$ cat src/design/gpio_adc_pkg.sv
// shared constants and carrier types for the pin and converter registers
package gpio_adc_pkg;
	localparam logic [7:0] ADDR_GENERAL_IO = 8'h06;
	localparam logic [7:0] ADDR_CHANNEL_SEL = 8'h07;
	localparam logic [7:0] ADDR_RESULT_FIRST = 8'h10;
	localparam logic [7:0] ADDR_RESULT_LAST = 8'h1f;
	localparam int RESULT_COUNT = 16;
	localparam int SEL_HI = 7;
	localparam int SEL_LO = 6;
	localparam int DRIVE_LO = 3;
	localparam int LEVEL_LO = 0;
	localparam int PIN_COUNT = 3;
	localparam logic [1:0] SEL_RESET = 2'h0;
	localparam logic [2:0] DRIVE_RESET = 3'h7;
	localparam logic [3:0] CHAN_RESET = 4'h0;
	localparam logic [3:0] CHAN_LAST_SUPPLY = 4'hb;
	localparam logic [3:0] CHAN_GENERAL_PIN = 4'hc;
	localparam logic [3:0] RESULT_GENERAL_PIN = 4'hc;
	localparam logic [7:0] RESET_BYTE = 8'h00;
	// result scaling in microvolts, per step and at full scale
	localparam int STEP_12V_UV = 55000;
	localparam int STEP_12V_SENSE_UV = 250;
	localparam int STEP_5V_UV = 22000;
	localparam int STEP_5V_AS_3V3_UV = 15000;
	localparam int STEP_GENERAL_PIN_UV = 10000;
	localparam int FULL_SCALE_12V_UV = 14025000;
	localparam int FULL_SCALE_12V_SENSE_UV = 63750;
	localparam int FULL_SCALE_5V_UV = 5610000;
	localparam int FULL_SCALE_GENERAL_PIN_UV = 2550000;

	typedef struct packed {
		logic write;
		logic read;
		logic [7:0] addr;
		logic [7:0] wdata;
	} reg_req_t;

	typedef struct packed {
		logic valid;
		logic [3:0] channel;
		logic [7:0] code;
	} conv_result_t;
endpackage : gpio_adc_pkg

$ cat src/design/gpio_and_adc_monitor_regs.sv
// general pin, channel select and converter result registers
// Functional notes
// - bits 7:6 route pin to converter channel
// - bits 5:3 open-drain drive, reset released
// - bits 2:0 read live pin levels only
// - pins two and three only on large package
// - channel select low nibble, upper unused
// - codes 0-11 supplies, 11xx general pin
// - 12V input/output results, 55 mV steps
// - 12V sense result, 250 uV steps
// - 5V input 22 mV, or 15 mV steps
// - results at 10h-1Fh, read and write
// - general pin result, 10 mV steps
`timescale 1ns/10ps
module gpio_and_adc_monitor_regs #(
	parameter bit LARGE_PACKAGE = 1'b1
) (
	input wire logic sys_clk_i,
	input wire logic resetn_i,
	input wire gpio_adc_pkg::reg_req_t req_i,
	output logic [7:0] rdata_o,
	output logic rvalid_o,
	input wire gpio_adc_pkg::conv_result_t conv_i,
	output logic [3:0] conv_channel_o,
	output logic [1:0] pin_route_o,
	input wire logic [2:0] pin_level_i,
	output logic [2:0] pin_out_o,
	output logic [2:0] pin_oe_o
);
	logic rst_meta;
	logic rst_n;
	logic [2:0] pin_sync_lvl;
	logic [1:0] pin_route;
	logic [2:0] pin_drive;
	logic [3:0] channel;
	logic [7:0] results [gpio_adc_pkg::RESULT_COUNT];
	logic [2:0] pin_mask;
	logic [2:0] level_view;
	logic [7:0] next_rdata;
	logic hit_result;
	logic [3:0] req_idx;
	logic [3:0] conv_idx;

	always_ff @(posedge sys_clk_i or negedge resetn_i) begin
		if (!resetn_i) begin
			rst_meta <= 1'b0;
			rst_n <= 1'b0;
		end else begin
			rst_meta <= 1'b1;
			rst_n <= rst_meta;
		end
	end

	genvar gi;
	generate
		for (gi = 0; gi < gpio_adc_pkg::PIN_COUNT; gi++) begin : g_sync
			pin_sync u_sync (
				.sys_clk_i(sys_clk_i),
				.rst_n_i(rst_n),
				.async_i(pin_level_i[gi]),
				.sync_o(pin_sync_lvl[gi])
			);
		end
	endgenerate

	// small package has only the first pin bonded out
	assign pin_mask = LARGE_PACKAGE ? 3'h7 : 3'h1;
	assign level_view = pin_sync_lvl & pin_mask;
	assign hit_result = (req_i.addr >= gpio_adc_pkg::ADDR_RESULT_FIRST) &&
		(req_i.addr <= gpio_adc_pkg::ADDR_RESULT_LAST);
	assign req_idx = req_i.addr[3:0];
	// general pin channel covers all four 11xx codes
	assign conv_idx = (conv_i.channel[3:2] == 2'h3) ?
		gpio_adc_pkg::RESULT_GENERAL_PIN : conv_i.channel;

	always_ff @(posedge sys_clk_i or negedge rst_n) begin
		if (!rst_n) begin
			pin_route <= gpio_adc_pkg::SEL_RESET;
			pin_drive <= gpio_adc_pkg::DRIVE_RESET;
		end else if (req_i.write &&
			req_i.addr == gpio_adc_pkg::ADDR_GENERAL_IO) begin
			pin_route <= req_i.wdata[gpio_adc_pkg::SEL_HI:gpio_adc_pkg::SEL_LO];
			pin_drive <= req_i.wdata[gpio_adc_pkg::DRIVE_LO +: 3];
		end
	end

	always_ff @(posedge sys_clk_i or negedge rst_n) begin
		if (!rst_n) begin
			channel <= gpio_adc_pkg::CHAN_RESET;
		end else if (req_i.write &&
			req_i.addr == gpio_adc_pkg::ADDR_CHANNEL_SEL) begin
			channel <= req_i.wdata[3:0];
		end
	end

	// a conversion landing with a host write to the same slot wins,
	// since it is the fresher measurement
	always_ff @(posedge sys_clk_i or negedge rst_n) begin
		if (!rst_n) begin
			for (int i = 0; i < gpio_adc_pkg::RESULT_COUNT; i++) begin
				results[i] <= gpio_adc_pkg::RESET_BYTE;
			end
		end else begin
			if (req_i.write && hit_result) begin
				results[req_idx] <= req_i.wdata;
			end
			if (conv_i.valid) begin
				results[conv_idx] <= conv_i.code;
			end
		end
	end

	always_comb begin
		next_rdata = gpio_adc_pkg::RESET_BYTE;
		if (req_i.addr == gpio_adc_pkg::ADDR_GENERAL_IO) begin
			next_rdata = {pin_route, pin_drive, level_view};
		end else if (req_i.addr == gpio_adc_pkg::ADDR_CHANNEL_SEL) begin
			next_rdata = {4'h0, channel};
		end else if (hit_result) begin
			next_rdata = results[req_idx];
		end
	end

	always_ff @(posedge sys_clk_i or negedge rst_n) begin
		if (!rst_n) begin
			rdata_o <= gpio_adc_pkg::RESET_BYTE;
			rvalid_o <= 1'b0;
		end else begin
			rvalid_o <= req_i.read;
			if (req_i.read) begin
				rdata_o <= next_rdata;
			end
		end
	end

	always_ff @(posedge sys_clk_i or negedge rst_n) begin
		if (!rst_n) begin
			conv_channel_o <= gpio_adc_pkg::CHAN_RESET;
			pin_route_o <= gpio_adc_pkg::SEL_RESET;
			pin_out_o <= 3'h0;
			pin_oe_o <= 3'h0;
		end else begin
			conv_channel_o <= channel;
			pin_route_o <= pin_route;
			pin_out_o <= 3'h0;
			// a 0 bit pulls low; a 1 releases the pin
			pin_oe_o <= ~pin_drive & pin_mask;
		end
	end

	property p_route_follows;
		@(posedge sys_clk_i) disable iff (!rst_n)
		(req_i.write && req_i.addr == gpio_adc_pkg::ADDR_GENERAL_IO) |=>
		##1 pin_route_o == $past(req_i.wdata[7:6], 2);
	endproperty
	a_route_follows: assert property (p_route_follows)
		else $error("pin route not updated");

	property p_drive_pulls_low;
		@(posedge sys_clk_i) disable iff (!rst_n)
		(req_i.write && req_i.addr == gpio_adc_pkg::ADDR_GENERAL_IO &&
			req_i.wdata[3] == 1'b0) |=> ##1 pin_oe_o[0];
	endproperty
	a_drive_pulls_low: assert property (p_drive_pulls_low)
		else $error("pin one not pulled low");

	property p_small_pkg;
		@(posedge sys_clk_i) disable iff (!rst_n)
		!LARGE_PACKAGE |-> pin_oe_o[2:1] == 2'h0;
	endproperty
	a_small_pkg: assert property (p_small_pkg)
		else $error("unbonded pin driven");

	property p_level_read;
		@(posedge sys_clk_i) disable iff (!rst_n)
		(req_i.read && req_i.addr == gpio_adc_pkg::ADDR_GENERAL_IO) |=>
		rdata_o[2:0] == $past(level_view) && rvalid_o;
	endproperty
	a_level_read: assert property (p_level_read)
		else $error("pin levels misread");

	property p_chan_read;
		@(posedge sys_clk_i) disable iff (!rst_n)
		(req_i.read && req_i.addr == gpio_adc_pkg::ADDR_CHANNEL_SEL) |=>
		rdata_o[7:4] == 4'h0 && rdata_o[3:0] == $past(channel);
	endproperty
	a_chan_read: assert property (p_chan_read)
		else $error("channel select misread");

	property p_chan_out;
		@(posedge sys_clk_i) disable iff (!rst_n)
		(req_i.write && req_i.addr == gpio_adc_pkg::ADDR_CHANNEL_SEL &&
			!req_i.read) |=> ##1 conv_channel_o == $past(req_i.wdata[3:0], 2);
	endproperty
	a_chan_out: assert property (p_chan_out)
		else $error("converter channel stale");

	property p_result_store;
		@(posedge sys_clk_i) disable iff (!rst_n)
		conv_i.valid |=>
		results[$past(conv_idx)] == $past(conv_i.code);
	endproperty
	a_result_store: assert property (p_result_store)
		else $error("conversion result lost");

	property p_result_rw;
		@(posedge sys_clk_i) disable iff (!rst_n)
		(req_i.write && hit_result &&
			!(conv_i.valid && conv_idx == req_idx)) |=>
		results[$past(req_idx)] == $past(req_i.wdata);
	endproperty
	a_result_rw: assert property (p_result_rw)
		else $error("result register write lost");

	property p_unmapped;
		@(posedge sys_clk_i) disable iff (!rst_n)
		(req_i.read && req_i.addr > gpio_adc_pkg::ADDR_RESULT_LAST) |=>
		rdata_o == 8'h00;
	endproperty
	a_unmapped: assert property (p_unmapped)
		else $error("unmapped read not zero");

	property p_route_hold;
		@(posedge sys_clk_i) disable iff (!rst_n)
		!(req_i.write && req_i.addr == gpio_adc_pkg::ADDR_GENERAL_IO) |=>
		$stable(pin_route) && $stable(pin_drive);
	endproperty
	a_route_hold: assert property (p_route_hold)
		else $error("pin register changed without write");

	property p_chan_hold;
		@(posedge sys_clk_i) disable iff (!rst_n)
		!(req_i.write && req_i.addr == gpio_adc_pkg::ADDR_CHANNEL_SEL) |=>
		$stable(channel);
	endproperty
	a_chan_hold: assert property (p_chan_hold)
		else $error("channel changed without write");

	property p_chan_write;
		@(posedge sys_clk_i) disable iff (!rst_n)
		(req_i.write && req_i.addr == gpio_adc_pkg::ADDR_CHANNEL_SEL) |=>
		channel == $past(req_i.wdata[3:0]);
	endproperty
	a_chan_write: assert property (p_chan_write)
		else $error("channel write lost");

	property p_drive_releases;
		@(posedge sys_clk_i) disable iff (!rst_n)
		(req_i.write && req_i.addr == gpio_adc_pkg::ADDR_GENERAL_IO &&
			req_i.wdata[3]) |=> ##1 !pin_oe_o[0];
	endproperty
	a_drive_releases: assert property (p_drive_releases)
		else $error("pin one not released");

	property p_route_readback;
		@(posedge sys_clk_i) disable iff (!rst_n)
		(req_i.read && req_i.addr == gpio_adc_pkg::ADDR_GENERAL_IO) |=>
		rdata_o[7:6] == $past(pin_route) &&
		rdata_o[5:3] == $past(pin_drive);
	endproperty
	a_route_readback: assert property (p_route_readback)
		else $error("pin register fields misread");

	property p_rvalid_after_read;
		@(posedge sys_clk_i) disable iff (!rst_n)
		req_i.read |=>
		rvalid_o;
	endproperty
	a_rvalid_after_read: assert property (p_rvalid_after_read)
		else $error("read not answered");

	property p_rvalid_only_read;
		@(posedge sys_clk_i) disable iff (!rst_n)
		!req_i.read |=>
		!rvalid_o;
	endproperty
	a_rvalid_only_read: assert property (p_rvalid_only_read)
		else $error("answer without read");

	property p_rdata_hold;
		@(posedge sys_clk_i) disable iff (!rst_n)
		!req_i.read |=>
		$stable(rdata_o);
	endproperty
	a_rdata_hold: assert property (p_rdata_hold)
		else $error("read data changed without read");

	property p_general_store;
		@(posedge sys_clk_i) disable iff (!rst_n)
		(conv_i.valid && conv_i.channel[3:2] == 2'h3) |=>
		results[gpio_adc_pkg::RESULT_GENERAL_PIN] == $past(conv_i.code);
	endproperty
	a_general_store: assert property (p_general_store)
		else $error("general pin result misplaced");

	// pins pass two stages before the host may see them
	property p_level_sync;
		@(posedge sys_clk_i) disable iff (!rst_n)
		level_view ==
		($past(pin_level_i, 2) & pin_mask);
	endproperty
	a_level_sync: assert property (p_level_sync)
		else $error("pin level view out of step");
endmodule : gpio_and_adc_monitor_regs

$ cat src/design/pin_sync.sv
// two-stage synchroniser for one asynchronous level
`timescale 1ns/10ps
module pin_sync (
	input wire logic sys_clk_i,
	input wire logic rst_n_i,
	input wire logic async_i,
	output logic sync_o
);
	logic stage1;

	always_ff @(posedge sys_clk_i or negedge rst_n_i) begin
		if (!rst_n_i) begin
			stage1 <= 1'b1;
			sync_o <= 1'b1;
		end else begin
			stage1 <= async_i;
			sync_o <= stage1;
		end
	end
endmodule : pin_sync

$ cat config.mk
export PLATFORM = sky130hd
export DESIGN_NAME = gpio_and_adc_monitor_regs
export DESIGN_NICKNAME = d
export VERILOG_FILES = /design/src/design/gpio_adc_pkg.sv /design/src/design/gpio_and_adc_monitor_regs.sv /design/src/design/pin_sync.sv
export SDC_FILE = /design/constraint.sdc
export NUM_CORES = 1
export LEC_CHECK = 0
export ABC_AREA = 1
export BUFFER_PORTS_ARGS = -buffer_cell sky130_fd_sc_hd__buf_2
export CAP_MARGIN = 20
export CORE_MARGIN = 2
export CORE_UTILIZATION = 45
export CTS_CLUSTER_DIAMETER = 200
export DETAILED_ROUTE_END_ITERATION = 7
export HOLD_SLACK_MARGIN = 0.06
export MAX_ROUTING_LAYER = met4
export SYNTH_ARGS = -nofsm -noshare
export SYNTH_HDL_FRONTEND = slang
export SYNTH_HIERARCHICAL = 1
export SYNTH_SLANG_ARGS = --single-unit
$ cat constraint.sdc
create_clock -name sys_clk_i -period 15.3 [get_ports sys_clk_i]
set_input_delay 3.06 -clock sys_clk_i [delete_from_list [all_inputs] [get_ports sys_clk_i]]
set_output_delay 3.06 -clock sys_clk_i [all_outputs]
set_load 0.02 [all_outputs]
==> impl_metrics.toml, run 1 <==
[outcome]
status = "finished, violations left"
violations = "design-rule violations"

[route]
routed_wl_mm = 28.93
routedWlPerCell_um = 18.78
route.vias.total = 8215
drtIter0Drc = 951
drc = 2
ant_nets = 0
first_pass_iters = 8
viasPerCell = 5.334

[setup_path]
r2r_end = "rdata_o[5]"
path_buf_inv = 2
path_delay_family = "simple AND/OR/NAND/NOR gates"
crit_type = "input port to flop"
r2r_slack_ns = 12.94
r2r-start = "rst_n"
reg2reg_depth = 2
endpoint_kind = "flop"
path_max_fanout = 28
crit_cells = 11
cpMostUsedCell = "nor2_1"
setup.worst_path.start_class = "input port"
required_ns = 15.68
cpPeakStageDelay_ns = 0.52
crit_end = "rdata_o[4]"
slowest_stage = "buf_2"
path_cells = "buf_2 > inv_4 > nand2_4 > nor2_1 > nor2_1 > o21ai_0 > nand2_1 > nand2_1 > nor2_1 > nor2_1 > nor2_1"
crit_arrival_ns = 4.98
cp-startpoint = "req_i[8]"

[floorplanning]
dieHeight_um = 144.3
num_io_pins = 57
die_x_um = 144.3
dieArea_um2 = 20840
rows = 51
core_region_area_um2 = 19400
start_util_pct = 45.69

[logic_synthesis]
avgSynthCellArea_um2 = 7.136
ys_seq_elements = 163
yosysSeqAreaShare_pct = 46.15
yosys.cell_types.count = 32
synthCells = 1242
yosysWarnings = 6
syn_area_um2 = 8864

[timing]
period_share_pct = 30.07
finalMaxSlewViolations = 0
post-route-min-period_ns = 4.601
rsz0062_at_grt = "no"
fin_worst_skew_ns = 0.006753
whs_ns = 0.2929
finalSetupViolCount = 0
max_clock_freq_mhz = 217.3
fin_setup_tns_ns = 0
worst_pin_slew_ns = 0.9179
maxSlewHeadroom_pct = 38.81
final_hold_viol_count = 0

[cts]
cts.clk_slew.worst_paths_ns = 0.07
cts_tree = "yes"
insertion_delay_ns = 0.45
clkSinkCount = 163
cts.repair.resized = 0
cts-root-buf = "clkbuf_16"
h-tree-depth = 4
cts_hold_buf = 0
post_cts_buffers = 0
numCtsBuffers = 17
clock_path_buffers = 2

[placement]
port_buffers = 53
gp_congestion = 0.9435
dpl.hpwl_mm = 19.31

[pwr]
power_leakage_nw = 5.127
peakVddDrop_uv = 88.56
p_per_area_nw_per_um2 = 124.6

[run]
cap_viol_max_count = 0

[cells_and_area]
layout_commonest_cell = "nand2_1"
drive_above_1_share_pct = 11.61
final_util_pct = 50.44
area_growth_pct = 10.40
n_antenna_cell = 0
fin_nets = 1298
mostFrequentLayoutCells = "nand2_1, nor2_1, dfrtp_1"

[grt]
grt_max_degree = 68
grt_pass1_vias = 7544
grt_first_pass_wirelength_mm = 44.96
grt.overflow.total = 0
antenna_found_initial = 0
grt_usage_pct = 30.21

[min_path]
worstHoldPathType = "flop to async pin"
## registers in the layout (all words and copies together) (netlist names)
name / count
results: 128
rst_n: 1
rst_meta: 1
channel: 4
pin_oe_o: 3
pin_route: 2
rdata_o: 8
g_sync.u_sync/stage1: 3
pin_route_o: 2
g_sync.u_sync/sync_o: 3
pin_drive: 3
rvalid_o: 1
conv_channel_o: 4
## logic make-up after synthesis
group	Yosys count	synth area share (%)
compound gates	191	11.74
other cells	2	0.08473
simple gates	675	31.95
buf+inv	209	9.825
flops	163	46.15
mux	2	0.2541
## metrics by stage
step                      cell area [µm²]  power, mW  setup slack, ns  cells
after floorplan                      8871     0.7039            10.44   1244
after global placement               9193     0.7774            10.31   1508
after detailed placement             9193     0.7798            10.27   1508
after CTS                            9786      1.218            10.72   1540
after global routing                 9786      1.279            10.57   1540
final                                9786      1.220            10.70   1540
## worst reg2reg max path: stages, from the launching register on
cell and delay [ns]:
dfrtp_4 0.74, buf_4 0.73, buf_4 0.80
## final cells by class
type                    instances  area, µm²
clock buffers                  19      442.9
clock inverters                13      150.1
fillers                      1977       9613
inverters                     153      576.8
multi-input cells             872       3910
flip-flops and latches        163       4094
well taps                     265      331.6
repair buffers                 55      280.3
## how the worst min path moves through the flow
stage	slack, ns	startpoint	end
global route	0.34	rst_n	results[121]
detailed placement	0.32	rst_n	results[121]
floorplan	0.33	rst_meta	rst_n
global placement	0.31	rst_n	results[121]
CTS	0.32	rst_n	results[121]
finish	0.29	rst_n	results[121]
## power by group
| part | switching (mW) | internal (mW) | total, mW |
|---|---|---|---|
| clock | 0.193 | 0.247 | 0.440 |
| combinational | 0.144 | 0.0742 | 0.218 |
| sequential | 0.0531 | 0.509 | 0.562 |
## synthesized netlist by cell type
library cell | count | area share, %
dfrtp_1 | 154 | 43
nor2_4 | 15 | 1.9
inv_1 | 136 | 5.8
o21bai_1 | 3 | 0.25
clkinv_1 | 1 | 0.042
buf_4 | 10 | 0.85
nand2_8 | 2 | 0.45
conb_1 | 2 | 0.085
buf_8 | 1 | 0.17
o21ai_0 | 102 | 5.8
o21a_1 | 9 | 0.76
clkbuf_1 | 30 | 1.3
nand3_4 | 1 | 0.20
o22ai_1 | 44 | 3.1
nand2_2 | 3 | 0.21
dfstp_2 | 9 | 2.7
inv_2 | 15 | 0.64
nand2_1 | 386 | 16
mux2_2 | 2 | 0.25
a21oi_1 | 28 | 1.6
o21ai_1 | 5 | 0.28
nand3_1 | 44 | 2.5
buf_1 | 2 | 0.085
nand3_2 | 1 | 0.11
nor3_1 | 1 | 0.056
buf_6 | 3 | 0.38
nor2_8 | 1 | 0.23
buf_2 | 10 | 0.56
nand2_4 | 5 | 0.64
inv_4 | 1 | 0.071
nor2_2 | 6 | 0.42
nor2_1 | 210 | 8.9
## layer usage
layer | part of all wire (%) | track usage, % | wire [µm]
met5 | 0 | - | 0
met1 | 43 | 41.53 | 12490
met4 | 2.5 | 9.862 | 731
met2 | 44 | 43.80 | 12800
met3 | 10 | 7.682 | 2901
Power figures use the tool's default switching activity.
==> run 2, diff against run 1 <==
--- a/config.mk
+++ b/config.mk
@@ -5,7 +5,7 @@
 export SDC_FILE = /design/constraint.sdc
 export NUM_CORES = 1
 export LEC_CHECK = 0
-export ABC_AREA = 1
+export ABC_AREA = 0
 export BUFFER_PORTS_ARGS = -buffer_cell sky130_fd_sc_hd__buf_2
 export CAP_MARGIN = 20
 export CORE_MARGIN = 2
==> constraint.sdc (replaced) <==
create_clock -name sys_clk_i -period 4.7 [get_ports sys_clk_i]
set_input_delay 0.94 -clock sys_clk_i [delete_from_list [all_inputs] [get_ports sys_clk_i]]
set_output_delay 0.94 -clock sys_clk_i [all_outputs]
set_load 0.02 [all_outputs]
==> run 2 against run 1 <==
Against the previous run:
- the run now ends clean
- sequential power grew to 3.1 times the previous value
- clock skew rose by 0.0044 ns
- flip-flop and latch count stayed put
- critical path type unchanged
- largest cell class unchanged
==> impl_metrics.toml, run 2 <==
[grt]
grt_max_degree = 101
grt_usage_pct = 24.67
antenna_found_initial = 0
grt_first_pass_wirelength_mm = 35.23
grt.overflow.total = 0
grt_pass1_vias = 5852

[logic_synthesis]
synth_top_area_share_pct = 46.41
synth.most_common_cell = "dfrtp_1"
yosysSeqAreaShare_pct = 49.26
avgSynthCellArea_um2 = 10.76
synth_commonest_cells = "dfrtp_1, mux2i_1, nand2_1"
yosysWarnings = 6
synthCells = 772
syn_area_um2 = 8303
yosysTopAreaCell = "dfrtp_1"
synthArstFlopShare_pct = 100.0
synth-edff-count = 0
yosys.cell_types.count = 50
ys.flop_type = "dfrtp_1"
synthTopCellsByArea = "dfrtp_1, mux2i_1, mux2_2"
ys_seq_elements = 163

[timing]
finalSetupViolCount = 0
fin_ws_ns = 1.688
max_clock_freq_mhz = 332.0
fin_setup_tns_ns = 0
worst_pin_slew_ns = 1.007
maxSlewHeadroom_pct = 32.63
period_share_pct = 64.09
fin_worst_skew_ns = 0.01111
final_hold_viol_count = 0
rsz0062_at_grt = "no"
finalMaxSlewViolations = 0
post-route-min-period_ns = 3.012

[floorplanning]
num_io_pins = 57
start_util_pct = 46.06
die_x_um = 139.8
dieArea_um2 = 19550
dieHeight_um = 139.8
core_region_area_um2 = 18020
rows = 49

[placement]
gp_congestion = 0.8420
dp_slack_ns = 1.245
placedInstanceArea_um2 = 8618
dpl.hpwl_mm = 14.78
port_buffers = 53

[cts]
cts-root-buf = "clkbuf_16"
cts.repair.resized = 0
clock_path_buffers = 2
cts_tree = "yes"
numCtsBuffers = 17
h-tree-depth = 4
cts_hold_buf = 0
cts.clk_slew.worst_paths_ns = 0.06
post_cts_buffers = 0
insertion_delay_ns = 0.44
clkSinkCount = 163

[route]
routedWlPerCell_um = 22.13
routed_wl_mm = 22.68
route.vias.total = 5987
drtIter0Drc = 469
drc = 0
first_pass_iters = 6
ant_nets = 0
viasPerCell = 5.841

[cells_and_area]
largest_register_ffs = 128
design_area_um2 = 9270
drive_above_1_share_pct = 22.61
area_growth_pct = 11.65
biggestRegsByFlops = "results (128), rdata_o (8)"
mostFrequentLayoutCells = "dfrtp_1, mux2i_1, nand2_1"
fin_nets = 819
layout_commonest_cell = "dfrtp_1"
n_antenna_cell = 0
top_register = "results"

[setup_path]
slowest_stage = "buf_2"
setup.worst_path.start_class = "input port"
crit_arrival_ns = 3.33
cpPeakStageDelay_ns = 0.66
required_ns = 5.02
crit_type = "input port to flop"
path_max_fanout = 34
endpoint_kind = "flop"
path_cells = "buf_2 > buf_4 > mux4_2 > nor2b_1 > a211oi_1 > nor4_1 > a221o_1"

[pwr]
p_per_area_nw_per_um2 = 412.1
total_power_mw = 3.820
power_leakage_nw = 3.970
peakVddDrop_uv = 305.7

[min_path]
worstHoldPathType = "input port to async pin"

[outcome]
status = "finished clean"

[run]
cap_viol_max_count = 0
-- run 2: cell types whose count changed in the layout (fill, tap and decap cells not counted), sizes merged, moves of 15 or more --
cell	before	now
mux4	0	16
o22ai	44	4
mux2	2	41
a21oi	28	51
nand2	396	74
inv	155	6
o21ai	107	61
mux2i	0	119
nand3	46	6
nor2	232	73
nor2b	0	15
-- run 2: power by group --
| group | internal, mW | switching, mW | total (mW) |
|---|---|---|---|
| clock | 0.900 | 0.584 | 1.48 |
| sequential | 1.63 | 0.135 | 1.77 |
| combinational | 0.258 | 0.308 | 0.566 |
-- run 2: per-stage QoR --
step | util [%] | hold slack [ns] | std cells
2_1_floorplan | - | 0.3311 | 774
3_3_place_gp | 47.81 | 0.3379 | 991
3_5_place_dp | 47.81 | 0.3434 | 991
4_1_cts | 51.28 | 0.2665 | 1023
5_1_grt | 51.43 | 0.2674 | 1025
6_report | 51.43 | 0.2707 | 1025
-- run 2: per-layer routing --
metal / global-route usage (%) / wire length (µm) / vias up
met5: - / 0 / -
met4: 6.842 / 361 / 0
met3: 4.439 / 1177 / 26
met2: 38.18 / 10850 / 190
met1: 33.66 / 10290 / 3009
li1: - / - / 2762
-- run 2: critical path: cells and delay by family --
| kind | cells | cell delay, ns |
|---|---|---|
| buffers and inverters | 2 | 1.18 |
| AOI/OAI and AO/OA | 2 | 0.57 |
| muxes | 1 | 0.37 |
| and+or+nand+nor | 2 | 0.24 |
-- run 2: kinds of logic after synthesis --
family	synth area share, %
flip-flops	49.26
buffers and inverters	3.722
AND/OR/NAND/NOR	12.15
AO/OA/AOI/OAI	10.53
other	0.09045
multiplexers	24.25
-- run 2: path summary, 6_finish.rpt --
kind	from	to	slack [ns]	cells after the start
min	resetn_i	rst_n	0.27	1
max reg2reg	results[96]	rdata_o[0]	2.93	5
min reg2reg	rst_meta	rst_n	0.35	0
max	req_i[9]	rdata_o[0]	1.69	7
min in group sys_clk_i	rst_meta	rst_n	0.35	0
max in group asynchronous	rst_n	pin_drive[1]	3.21	1
-- run 2: cell type report --
| cell class | count | area, µm² |
|---|---|---|
| clock buffer | 18 | 439.2 |
| clock inverter | 14 | 185.2 |
| fill | 1619 | 8755 |
| inverter | 5 | 18.77 |
| multi-input combinational | 537 | 3911 |
| sequential | 163 | 4094 |
| tap | 229 | 286.5 |
| timing repair buffer | 59 | 335.3 |
==> run 3, diff against run 2 <==
--- a/config.mk
+++ b/config.mk
@@ -5,7 +5,7 @@
 export SDC_FILE = /design/constraint.sdc
 export NUM_CORES = 1
 export LEC_CHECK = 0
-export ABC_AREA = 0
+export ABC_AREA = 1
 export BUFFER_PORTS_ARGS = -buffer_cell sky130_fd_sc_hd__buf_2
 export CAP_MARGIN = 20
 export CORE_MARGIN = 2
==> constraint.sdc (replaced) <==
create_clock -name sys_clk_i -period 2.4 [get_ports sys_clk_i]
set_input_delay 0.48 -clock sys_clk_i [delete_from_list [all_inputs] [get_ports sys_clk_i]]
set_output_delay 0.48 -clock sys_clk_i [all_outputs]
set_load 0.02 [all_outputs]
==> run 3 against run 2 <==
Against the previous run:
- combinational power grew 150%
- flip-flop and latch count is the same
- critical path depth grew 4
- clock skew grew 0.0012 ns
- total power grew 110%
- critical path type unchanged
==> impl_metrics.toml, run 3 (synthesis results as in run 1) <==
[setup_path]
setup.worst_path.start_class = "input port"
required_ns = 2.77
crit_type = "input port to flop"
cpMostUsedCell = "nor2_1"
slowest_stage = "nand2_4"
path_cells = "buf_2 > inv_4 > nand2_4 > nor2_1 > nor2_1 > o21ai_0 > nand2_1 > nand2_1 > nor2_1 > nor2_1 > nor2_1"
crit_arrival_ns = 2.05
endpoint_kind = "flop"
cpPeakStageDelay_ns = 0.33
path_max_fanout = 24

[grt]
grt_usage_pct = 29.78
grt_pass1_vias = 7482
grt.overflow.total = 0
antenna_found_initial = 0
grt_max_degree = 51
grt_first_pass_wirelength_mm = 44.28

[cells_and_area]
biggestRegsByFlops = "results (128), rdata_o (8)"
top_register = "results"
fin_nets = 1320
drive_above_1_share_pct = 12.88
mostFrequentLayoutCells = "nand2_1, nor2_1, dfrtp_1"
stdcell_count = 1562
design_area_um2 = 10040
final_util_pct = 51.77
n_antenna_cell = 0
layout_commonest_cell = "nand2_1"
area_growth_pct = 13.30
largest_register_ffs = 128

[cts]
clkSinkCount = 163
numCtsBuffers = 17
cts-root-buf = "clkbuf_16"
post_cts_buffers = 0
clock_path_buffers = 2
h-tree-depth = 4
cts.clk_slew.worst_paths_ns = 0.06
insertion_delay_ns = 0.44
cts.repair.resized = 0
cts_tree = "yes"

[placement]
placedCellCount = 1529
gp_congestion = 0.9305
placedInstanceArea_um2 = 9400
dpl.hpwl_mm = 19.64
port_buffers = 53
dp_slack_ns = 0.3062

[pwr]
power_leakage_nw = 5.282
p_clk_share_pct = 37.5
p_int_mw = 5.570
p_per_area_nw_per_um2 = 796.8
combPwrFrac_pct = 17.6
p_sw_mw = 2.432
power_frac_seq_pct = 44.8
swShare_pct = 30.39
peakVddDrop_uv = 520.1

[floorplanning]
num_io_pins = 57
core_region_area_um2 = 19400
dieArea_um2 = 20840
dieHeight_um = 144.3
start_util_pct = 45.69
rows = 51
die_x_um = 144.3

[route]
drtIter0Drc = 989
drc = 0
routedWlPerCell_um = 18.45
routed_wl_mm = 28.81
first_pass_iters = 5
route.vias.total = 8124
viasPerCell = 5.201
ant_nets = 0

[run]
cap_viol_max_count = 0

[timing]
fin_setup_tns_ns = 0
finalMaxSlewViolations = 0
rsz0062_at_grt = "no"
post-route-min-period_ns = 1.679
final_hold_viol_count = 0
maxSlewHeadroom_pct = 47.88
finalSetupViolCount = 0
max_clock_freq_mhz = 595.7
fin_worst_skew_ns = 0.01232
worst_pin_slew_ns = 0.7819
period_share_pct = 69.95
fin_ws_ns = 0.7213

[min_path]
worstHoldPathType = "input port to flop"

[outcome]
status = "finished clean"
==> run 3: area by class of cell <==
type	count	area [µm²]
Clock buffer	23	478.0
Clock inverter	9	153.9
Fill cell	1950	9356
Inverter	153	576.8
Multi-Input combinational cell	872	3910
Sequential cell	163	4094
Tap cell	265	331.6
Timing Repair Buffer	77	498.0
==> run 3: worst max-delay path, delay by kind of cell <==
kind | cells | cell delay, ns
simple gates | 8 | 0.96
buf+inv | 2 | 0.47
compound gates | 1 | 0.11
==> run 3: worst paths after layout <==
check	from	to	slack (ns)	cells after the start
min in group asynchronous	resetn_i	rst_n	0.35	2
max	req_i[8]	rdata_o[4]	0.72	11
min	pin_level_i[1]	g_sync[1].u_sync/stage1	0.13	1
min reg2reg	rst_meta	rst_n	0.36	0
max in group asynchronous	rst_n	pin_drive[1]	1.28	1
max reg2reg	results[56]	rdata_o[0]	1.09	8
==> run 3: timing repair <==
item,4_1_cts,5_1_grt
hold buffers,1,0
endpoints found under the setup margin,0,0
endpoints found under the hold margin,2,0
==> run 3: metal layers <==
| layer | share of wire, % | GRT usage [%] | up-vias | routed length (µm) |
|---|---|---|---|---|
| met5 | 0 | - | - | 0 |
| met4 | 2.0 | 8.585 | 0 | 569 |
| met3 | 8.5 | 5.662 | 46 | 2455 |
| met2 | 43 | 42.90 | 325 | 12530 |
| met1 | 46 | 42.87 | 3825 | 13260 |
| li1 | - | - | 3928 | - |
==> run 3: stage by stage <==
step                      hold slack (ns)  power (mW)
after global routing               0.1249       8.365
after global placement             0.2659       4.990
after detailed placement           0.2661       5.001
final                              0.1314       8.002
after CTS                          0.1270       7.988
after floorplan                    0.1844       4.485
==> run 3: power groups by stage <==
stage / Combinational (mW) / Clock, mW / Sequential, mW
after floorplan: 0.970 / 0 / 3.52
after detailed placement: 1.39 / 0 / 3.61
after global placement: 1.37 / 0 / 3.62
after CTS: 1.40 / 3.02 / 3.57
final: 1.41 / 3.00 / 3.59
after global routing: 1.61 / 3.12 / 3.63
